**config.mk**
```make
export PLATFORM = sky130hd
export DESIGN_NAME = msw_sequencer
export DESIGN_NICKNAME = d
export VERILOG_FILES = /design/src/logic/msw_pkg.sv /design/src/logic/msw_rom.sv /design/src/logic/msw_sequencer.sv
export SDC_FILE = /design/constraint.sdc
export NUM_CORES = 1
export LEC_CHECK = 0
export ABC_AREA = 1
export BUFFER_PORTS_ARGS = -buffer_cell sky130_fd_sc_hd__buf_2
export CORE_MARGIN = 2
export CORE_UTILIZATION = 45
export DETAILED_ROUTE_END_ITERATION = 7
export PLACE_DENSITY = 0.68
export SYNTH_ARGS = -nofsm -noshare
export SYNTH_HDL_FRONTEND = slang
export SYNTH_HIERARCHICAL = 1
export SYNTH_SLANG_ARGS = --single-unit
```
**constraint.sdc**
```tcl
create_clock -name clk -period 2 [get_ports clk]
set_clock_uncertainty 0.05 [all_clocks]
set_input_delay 0.2 -clock clk [delete_from_list [all_inputs] [get_ports clk]]
set_output_delay 0.2 -clock clk [all_outputs]
set_load 0.01 [all_outputs]
```
**src/logic/msw_pkg.sv**
```systemverilog
// Package for the microstep write sequencer: pin bundles, timing and table layout
package msw_pkg;
	localparam int unsigned CLK_PERIOD_NS = 4;
	localparam int unsigned SETUP_NS = 70;
	localparam int unsigned WRITE_LEN_NS = 50;
	localparam int unsigned SETUP_CYC = (SETUP_NS + CLK_PERIOD_NS - 1) / CLK_PERIOD_NS;
	localparam int unsigned WRITE_CYC = (WRITE_LEN_NS + CLK_PERIOD_NS - 1) / CLK_PERIOD_NS;
	localparam int unsigned TIMER_W = 16;
	localparam int unsigned MAG_W = 7;
	localparam int unsigned SIGN_POS = 7;
	localparam int unsigned DECAY_POS = 8;
	localparam int unsigned ENTRY_W = 18;
	localparam int unsigned WIND_A_LSB = 0;
	localparam int unsigned WIND_B_LSB = 9;
	localparam logic [1:0] ADDR_WIND_A = 2'h0;
	localparam logic [1:0] ADDR_WIND_B = 2'h1;
	localparam logic [1:0] ADDR_DECAY_A = 2'h2;
	localparam logic [1:0] ADDR_DECAY_B = 2'h3;
	localparam logic MODE_DOUBLE = 1'h0;
	localparam logic MODE_SINGLE = 1'h1;

	typedef struct packed {
		logic cs_n;
		logic wr_n;
		logic [1:0] addr;
		logic [7:0] data;
	} msw_bus_s;

	typedef enum logic [4:0] {
		ST_IDLE = 5'h01,
		ST_SETUP = 5'h02,
		ST_PULSE = 5'h04,
		ST_GAP = 5'h08,
		ST_WAIT = 5'h10
	} msw_state_e;
endpackage : msw_pkg

```
**src/logic/msw_rom.sv**
```systemverilog
// Step table memory with registered read data
`timescale 1ns/1ps
module msw_rom #(
	parameter int unsigned DEPTH = 64,
	parameter int unsigned AW = 6
) (
	input wire logic clk,
	input wire logic [AW-1:0] rd_addr,
	output logic [msw_pkg::ENTRY_W-1:0] rd_data,
	input wire logic wr_en,
	input wire logic [AW-1:0] wr_addr,
	input wire logic [msw_pkg::ENTRY_W-1:0] wr_data
);
	import msw_pkg::*;
	logic [ENTRY_W-1:0] mem [DEPTH];
	always_ff @(posedge clk) begin
		if (wr_en) begin
			mem[wr_addr] <= wr_data;
		end
		rd_data <= mem[rd_addr];
	end
endmodule : msw_rom

```
**src/logic/msw_sequencer.sv**
```systemverilog
// Step/direction driven write sequencer for a dual sign-magnitude winding DAC
// Behaviour
// - Each write pulse carries one address and one data byte only.
// - In double-pulse mode each step writes winding A then winding B as separate writes.
// - A setup interval separates the first and second write of a step.
// - Double-pulse mode issues two winding pulses per step, address changed between.
// - Double-pulse gap is the shortest legal setup time.
// - Single-pulse mode issues one winding write per step, each followed by a SLOT_CYC wait.
// - Single-pulse mode alternates winding registers; each winding write is one microstep.
// - An up/down counter addresses the step table memory.
// - Step input clocks the counter; direction selects up or down.
// - Slow decay is programmed when the step rate falls from high to low.
// - Fast decay is programmed when the step rate rises from low to high.
// - Table is loadable, so any resolution or full, half, wave sequence fits.
// - Steps are issued no faster than a ramped rate limit.
`timescale 1ns/1ps
module msw_sequencer #(
	parameter int unsigned DEPTH = 64,
	parameter int unsigned AW = 6,
	parameter int unsigned SLOT_CYC = 1000
) (
	input wire logic clk,
	input wire logic arst_n,
	input wire logic step_pin,
	input wire logic dir_pin,
	input wire logic mode_single,
	input wire logic [AW-1:0] table_len_m1,
	input wire logic [msw_pkg::TIMER_W-1:0] fast_decay_period,
	input wire logic [msw_pkg::TIMER_W-1:0] ramp_start_period,
	input wire logic [msw_pkg::TIMER_W-1:0] ramp_min_period,
	input wire logic [msw_pkg::TIMER_W-1:0] ramp_dec,
	input wire logic tbl_wr_en,
	input wire logic [AW-1:0] tbl_wr_addr,
	input wire logic [msw_pkg::ENTRY_W-1:0] tbl_wr_data,
	output msw_pkg::msw_bus_s dac_bus,
	output logic [AW-1:0] position,
	output logic busy,
	output logic fast_decay
);
	import msw_pkg::*;

	logic step_s1_reg, step_s2_reg, step_s3_reg;
	logic dir_s1_reg, dir_s2_reg;
	logic [AW-1:0] pos_reg, pos_next;
	msw_state_e state_reg, state_next;
	logic [TIMER_W-1:0] timer_reg, timer_next;
	logic [TIMER_W-1:0] period_reg, period_next;
	logic [TIMER_W-1:0] since_reg;
	logic pend_reg, pend_next;
	logic second_reg, second_next;
	logic decay_phase_reg, decay_phase_next;
	logic fast_reg, fast_next;
	logic slot_wind_reg;
	logic [ENTRY_W-1:0] entry;
	msw_bus_s bus_reg, bus_next;

	wire step_rise = step_s2_reg & ~step_s3_reg;
	wire rate_ok = since_reg >= period_reg;
	wire take_step = pend_reg & rate_ok & (state_reg == ST_IDLE);
	wire at_top = pos_reg == table_len_m1;
	wire at_bot = pos_reg == '0;
	wire [AW-1:0] pos_up = at_top ? '0 : AW'(pos_reg + 1'b1);
	wire [AW-1:0] pos_dn = at_bot ? table_len_m1 : AW'(pos_reg - 1'b1);
	wire wind_b = decay_phase_reg ? second_reg : (mode_single ? slot_wind_reg : second_reg);
	wire [8:0] wind_field = wind_b ? entry[WIND_B_LSB +: 9] : entry[WIND_A_LSB +: 9];
	wire [7:0] wind_byte = {wind_field[SIGN_POS], wind_field[MAG_W-1:0]};
	wire [1:0] wind_addr = wind_b ? ADDR_WIND_B : ADDR_WIND_A;
	wire [1:0] decay_addr = second_reg ? ADDR_DECAY_B : ADDR_DECAY_A;
	wire [7:0] decay_byte = {7'h00, ~fast_reg};
	wire [TIMER_W-1:0] ramp_down = (period_reg > ramp_min_period + ramp_dec) ?
		TIMER_W'(period_reg - ramp_dec) : ramp_min_period;

	msw_rom #(.DEPTH(DEPTH), .AW(AW)) u_rom (
		.clk(clk),
		.rd_addr(pos_reg),
		.rd_data(entry),
		.wr_en(tbl_wr_en),
		.wr_addr(tbl_wr_addr),
		.wr_data(tbl_wr_data)
	);

	always_ff @(posedge clk or negedge arst_n) begin
		if (!arst_n) begin
			step_s1_reg <= 1'b0;
			step_s2_reg <= 1'b0;
			step_s3_reg <= 1'b0;
			dir_s1_reg <= 1'b0;
			dir_s2_reg <= 1'b0;
		end else begin
			step_s1_reg <= step_pin;
			step_s2_reg <= step_s1_reg;
			step_s3_reg <= step_s2_reg;
			dir_s1_reg <= dir_pin;
			dir_s2_reg <= dir_s1_reg;
		end
	end

	// Counter moves once per pending step when it is taken, direction sampled at that moment
	always_comb begin
		pos_next = pos_reg;
		pend_next = pend_reg | step_rise;
		if (take_step) begin
			pend_next = step_rise;
			pos_next = dir_s2_reg ? pos_up : pos_dn;
		end
	end

	always_ff @(posedge clk or negedge arst_n) begin
		if (!arst_n) begin
			pos_reg <= '0;
			pend_reg <= 1'b0;
			since_reg <= '0;
			period_reg <= '1;
		end else begin
			pos_reg <= pos_next;
			pend_reg <= pend_next;
			period_reg <= period_next;
			if (take_step) begin
				since_reg <= '0;
			end else if (since_reg != '1) begin
				since_reg <= TIMER_W'(since_reg + 1'b1);
			end
		end
	end

	// Ramp: each step shortens the allowed period down to ramp_min_period; a long pause restarts from the slow end
	always_comb begin
		period_next = period_reg;
		if (since_reg > ramp_start_period) begin
			period_next = ramp_start_period;
		end else if (take_step) begin
			period_next = ramp_down;
		end
	end

	// Decay choice follows measured step spacing
	assign fast_next = take_step ? (since_reg < fast_decay_period) : fast_reg;

	always_comb begin
		state_next = state_reg;
		timer_next = timer_reg;
		bus_next = bus_reg;
		second_next = second_reg;
		decay_phase_next = decay_phase_reg;
		case (state_reg)
			ST_IDLE: begin
				bus_next.cs_n = 1'b1;
				bus_next.wr_n = 1'b1;
				if (take_step) begin
					second_next = 1'b0;
					decay_phase_next = fast_next != fast_reg;
					timer_next = TIMER_W'(SETUP_CYC + 1);
					state_next = ST_SETUP;
				end
			end
			ST_SETUP: begin
				// One address and one byte per pulse
				bus_next.addr = decay_phase_reg ? decay_addr : wind_addr;
				bus_next.data = decay_phase_reg ? decay_byte : wind_byte;
				bus_next.cs_n = 1'b0;
				if (timer_reg == '0) begin
					bus_next.wr_n = 1'b0;
					timer_next = TIMER_W'(WRITE_CYC);
					state_next = ST_PULSE;
				end else begin
					timer_next = TIMER_W'(timer_reg - 1'b1);
				end
			end
			ST_PULSE: begin
				if (timer_reg == '0) begin
					bus_next.wr_n = 1'b1;
					state_next = ST_GAP;
				end else begin
					timer_next = TIMER_W'(timer_reg - 1'b1);
				end
			end
			ST_GAP: begin
				bus_next.cs_n = 1'b1;
				if (decay_phase_reg && second_reg) begin
					decay_phase_next = 1'b0;
					second_next = 1'b0;
					timer_next = TIMER_W'(SETUP_CYC);
					state_next = ST_SETUP;
				end else if (decay_phase_reg || (!second_reg && mode_single == MODE_DOUBLE)) begin
					second_next = 1'b1;
					timer_next = TIMER_W'(SETUP_CYC);
					state_next = ST_SETUP;
				end else if (mode_single == MODE_SINGLE) begin
					timer_next = TIMER_W'(SLOT_CYC);
					state_next = ST_WAIT;
				end else begin
					state_next = ST_IDLE;
				end
			end
			ST_WAIT: begin
				if (timer_reg == '0) begin
					state_next = ST_IDLE;
				end else begin
					timer_next = TIMER_W'(timer_reg - 1'b1);
				end
			end
			default: begin
				state_next = ST_IDLE;
			end
		endcase
	end

	always_ff @(posedge clk or negedge arst_n) begin
		if (!arst_n) begin
			state_reg <= ST_IDLE;
			timer_reg <= '0;
			bus_reg <= '{cs_n: 1'b1, wr_n: 1'b1, addr: 2'h0, data: 8'h00};
			second_reg <= 1'b0;
			decay_phase_reg <= 1'b0;
			fast_reg <= 1'b0;
			slot_wind_reg <= 1'b0;
		end else begin
			state_reg <= state_next;
			timer_reg <= timer_next;
			bus_reg <= bus_next;
			second_reg <= second_next;
			decay_phase_reg <= decay_phase_next;
			fast_reg <= fast_next;
			// Single mode: each slot writes the other winding
			if (state_reg == ST_GAP && mode_single && !decay_phase_reg) begin
				slot_wind_reg <= ~slot_wind_reg;
			end
		end
	end

	assign dac_bus = bus_reg;
	assign position = pos_reg;
	assign busy = state_reg != ST_IDLE;
	assign fast_decay = fast_reg;
endmodule : msw_sequencer

```
* Yosys cells after proc, flatten, opt, wreduce, memory -nomap -nowiden
Memory sizes are Yosys's and may differ from the RTL's. A register that Yosys moved wholly into a read port is not among the register bits.
Index checks and enable logic that the tools add are counted.
** Storage, ports and cells
- Register bits :: 81
- Latch bits :: 0
- Bits in writable memories :: 1152
- ROM bits :: 0
- Bits of input ports :: 100
- Output and inout bits :: 20
- Logic and storage cells :: 122
- Memories kept :: 1
** Cells by class
- Add/sub/neg operators :: 6
- Multipliers :: 0
- Divide/modulo/power cells :: 0
- Magnitude comparators :: 4
- Eq/ne operators :: 17
- Shift operators :: 0
- Muxes and demuxes :: 45
- Bitwise operators :: 8
- Reduce and logical (&&, ||, !) cells :: 22
** Memories
- u_rom.mem :: words 64, width 18, rd ports 1, clocked after Yosys merged registers in 1, write ports 1, RTL line msw_rom.sv:15 : logic [ENTRY_W-1:0] mem [DEPTH];
** Operator list (count)
- $mux W16 :: 11
- $pmux W16 S4 :: 1
- $mux W5 :: 7
- $gt A16 B16 Y1 :: 2
- $pmux W5 S5 :: 1
- $mux W6 :: 3
- $add A16 B1 Y16 const B :: 1
- $add A16 B16 Y16 :: 1
- $ge A16 B16 Y1 :: 1
- $logic_not A16 Y1 :: 1
- $lt A16 B16 Y1 :: 1
- $mux W8 :: 2
- $ne A16 B16 Y1 const B :: 1
- $sub A16 B1 Y16 const B :: 1
- $sub A16 B16 Y16 :: 1
- $mux W1 :: 15
- $ne A2 B2 Y1 const B :: 6
- $reduce_and A3 Y1 :: 3
- $reduce_and A4 Y1 :: 2
- $reduce_bool A2 Y1 :: 4
- $add A6 B1 Y6 const B :: 1
- $eq A6 B6 Y1 :: 1
- $logic_not A6 Y1 :: 1
- $pmux W1 S2 :: 3
- other kinds (21) :: 31

* Depth between registers and ports, before layout
- Depth after elaboration :: 7
- Depth in mapped cells :: 23

* Cells and area by module
The synthesis kept the hierarchy.
** Modules (own cells, without submodules)
- msw_rom :: times used 1, cells each 3942, area an instance 47425.5 um2
- msw_sequencer :: times used 1, cells each 1173, area an instance 7962.6 um2

* Least setup slack after synthesis
Ideal clock, no wire load.
- Path kind :: input to register
- From :: in tbl_wr_en
- To :: mem u_rom.mem[48][0], enable pin
- Setup time :: 440 ps
- Arrival time :: 2512 ps
- Data required time :: 1510 ps
- Slack :: -1001 ps
- Stages :: 3
- Buffers on the path :: 1
- Cell sequence :: clkbuf_1 nand4_1 nor4_1
** On the way
- Word-level cells in the longest chain between the ends :: 2
** Ends and longest elaborated chain
- from (decl) :: RTL line msw_sequencer.sv:32 : input wire logic tbl_wr_en,
- $mux W1 :: RTL line msw_rom.sv:17 : if (wr_en) begin
- $mux W1 (implied by the code) :: RTL line msw_rom.sv:18 : mem[wr_addr] <= wr_data;
- to (decl) :: RTL line msw_rom.sv:15
No other way between the ends.

* Final worst setup path
- From :: in ramp_min_period[5] in the netlist's numbering
- To :: reg period_reg[5]
** On the way
- Word-level cells in the longest chain between the ends :: 5
** Ends and longest elaborated chain
- from (decl) :: RTL line msw_sequencer.sv:30 : input wire logic [msw_pkg::TIMER_W-1:0] ramp_min_period,
- $add A16 B16 Y16 :: RTL line msw_sequencer.sv:70 : wire [TIMER_W-1:0] ramp_down = (period_reg > ramp_min_period + ramp_dec) ?
- $gt A16 B16 Y1 :: RTL line msw_sequencer.sv:70
- $mux W16 (*) :: RTL line msw_sequencer.sv:70
- $mux W16 (*) :: RTL line msw_sequencer.sv:131 : end else if (take_step) begin
- $mux W16 (*) :: RTL line msw_sequencer.sv:129 : if (since_reg > ramp_start_period) begin
- to (signal assigned) :: RTL line msw_sequencer.sv:117 : period_reg <= period_next;
- to (decl) :: RTL line msw_sequencer.sv:47 : logic [TIMER_W-1:0] period_reg, period_next;
Every way passes the cells marked *; elsewhere a longest branch is shown, timed or not. The select of a mux whose other input is x is not followed.
A chain may end at the register's enable or synchronous reset.

==> results.json <==
{
  "largest_register": "u_rom/mem",
  "fin_crit_sh_pct": 117,
  "io_pins": 120,
  "hold_depth": 7,
  "initial_core_util_pct": 45.4,
  "crit_fanout": 6,
  "drt_iter0_drc": 4701,
  "routed_wl_um": 152000,
  "drive_above_1_share_pct": 27.5,
  "coreArea_mm2": 0.111,
  "min_from": "ramp_dec[0]",
  "synthCells": 4715,
  "hold_path_class": "primary input to flop",
  "intPower_mw": 41.2,
  "dieArea_mm2": 0.115,
  "final_area_mm2": 0.0653,
  "rows": 122,
  "fin_crit_ns": 2.34,
  "area_growth_pct": 29.7,
  "maxCapViolCount": 0,
  "post_drt_wl_per_cell_um": 22.2,
  "violations": "negative setup slack",
  "setup_viol": 78,
  "seqPwrFrac_pct": 47.8,
  "cp-start-kind": "primary input",
  "clock-sinks": 1121,
  "p_sw_share_pct": 25.9,
  "synth.net_count": 4916,
  "hold_end": "period_reg[0]",
  "dp.cells": 6439,
  "fill_cells": 8525,
  "finalMaxSlewViolations": 0,
  "gp_congestion": 0.902,
  "root_buffer": "clkbuf_16",
  "antenna_found_initial": 6,
  "insertion_delay_ns": 0.71,
  "leakagePower_nw": 25.5,
  "vias": 38500,
  "vias_per_cell": 5.64,
  "port_buffers": 117,
  "cts_tree": "done",
  "arrival_ns": 2.88,
  "area.sequential_mm2": 0.0331,
  "drtAntennaViolNets": 0,
  "syn_area_per_cell_um2": 10.7,
  "status": "finished, violations left",
  "slew_headroom_pct": 40.3,
  "globalRouteTotalUtil_pct": 24.6,
  "rsz0062_at_grt": "true",
  "hold_viol_final": 0,
  "grt_pass1_vias": 36500,
  "drt_first_pass_iters": 6,
  "multi_input_area_mm2": 0.0182,
  "place_area_mm2": 0.0555,
  "vdd_ir_drop_max_v": 0.000711,
  "rr_worst_depth": 14,
  "crit_required_ns": 2.55,
  "powerDensity_mw_per_mm2": 850,
  "path_clk_slew_ns": 0.06,
  "grt_start_max_net_pins": 65,
  "syn_area_mm2": 0.0504,
  "die_x_um": 339,
  "synth-warning-count": 6,
  "hold_ws_ns": 0.0643,
  "critPathKind": "primary input to flop",
  "tightest_slew_ns": 0.896,
  "htreeDepth": 3,
  "final_cells": 6818,
  "clockPowerShare_pct": 37.0,
  "largest_register_ffs": 1024,
  "cp-end-kind": "flop",
  "fin_setup_tns_ns": -13.60,
  "r2r-start": "period_reg[12]",
  "clk_path_buf_depth": 3,
  "fmax_mhz": 428,
  "pwr-share-comb_pct": 15.1,
  "final_nets": 5442,
  "grt_pass1_wl_um": 217000,
  "die_h_um": 339,
  "r2r_end": "period_reg[15]",
  "overflow": 0,
  "worst-r2r-setup-slack_ns": -0.24,
  "dp.final_hpwl_um": 84900,
  "worst_slack_ns": -0.336,
  "cts_buffers": 111,
  "p_sw_mw": 14.4,
  "drc_errors": 0
}
==> cell usage in the layout, fill, tap and decap left out, types with 116 or more instances in the layout <==
cell	n
nand2_1	1362
edfxtp_1	1024
nand3_1	671
buf_4	266
nand3_2	238
nand2_2	195
inv_1	156
clkbuf_16	141
nor2_1	139
buf_12	116
==> metal layers <==
layer  routed length [um]  track usage [%]
met5                   43                0
met4                 5260             9.05
met3                17200             5.00
met2                70200             38.5
met1                59000             34.0
==> worst max-delay path: stages <==
cell and delay [ns]:
buf_2 0.10, ha_1 0.34, a21oi_2 0.19, o21ai_0 0.11, nand2_1 0.08, nand3_2 0.10
nand2_1 0.08, inv_1 0.04, o21ai_2 0.12, nand2_1 0.06, nand2_1 0.07, nand2_2 0.06
ha_4 0.26, nand4_1 0.17, nor2_4 0.20, nand3_4 0.14, buf_12 0.17, buf_16 0.13
nand3_2 0.05, nand2_1 0.05, nand2_1 0.07, nand3_2 0.07
==> power by group through the flow <==
stage	clock network, mW	logic (mW)	registers (mW)
after floorplan	0	3.83	27.0
after global placement	0	6.23	27.0
after detailed placement	0	6.34	27.0
after CTS	20.6	7.45	26.5
after global routing	21.6	9.21	26.6
final	20.6	8.39	26.6
==> layout make-up <==
type                            instances  share of cell area (%)
Sequential cell                      1121                    50.7
Multi-Input combinational cell       3142                    27.8
Timing Repair Buffer                  672                    11.9
Clock buffer                          150                    4.57
Tap cell                             1488                    2.85
Inverter                              187                    1.20
Clock inverter                         50                   0.839
Timing Repair inverter                  6                   0.161
Antenna cell                            2                 0.00766
==> through the flow <==
step / util (%) / power, mW / setup WS (ns)
floorplan: - / 30.8 / -0.659
global placement: 50.0 / 33.2 / -1.05
detailed placement: 50.0 / 33.3 / -1.12
CTS: 56.3 / 54.6 / -0.301
global route: 58.9 / 57.4 / -0.511
finish: 58.9 / 55.5 / -0.336
==> what timing repair did <==
action,in CTS,in global routing
gates resized for setup,423,507
pin swaps,114,249
endpoints found under the hold margin,614,0
buffers inserted,43,24
setup endpoints to repair,79,84
hold buffers,56,0
cloned,28,38
==> how the worst max path moves through the flow <==
stage	from	endpoint	cells after the start
after floorplan	ramp_min_period[0]	period_reg[10]	21
after global placement	ramp_min_period[0]	period_reg[11]	23
after detailed placement	ramp_min_period[0]	period_reg[15]	23
after CTS	ramp_dec[0]	period_reg[1]	21
after global routing	ramp_min_period[5]	period_reg[1]	22
final	ramp_min_period[5]	period_reg[5]	22
(Power assumes the default switching activity.)
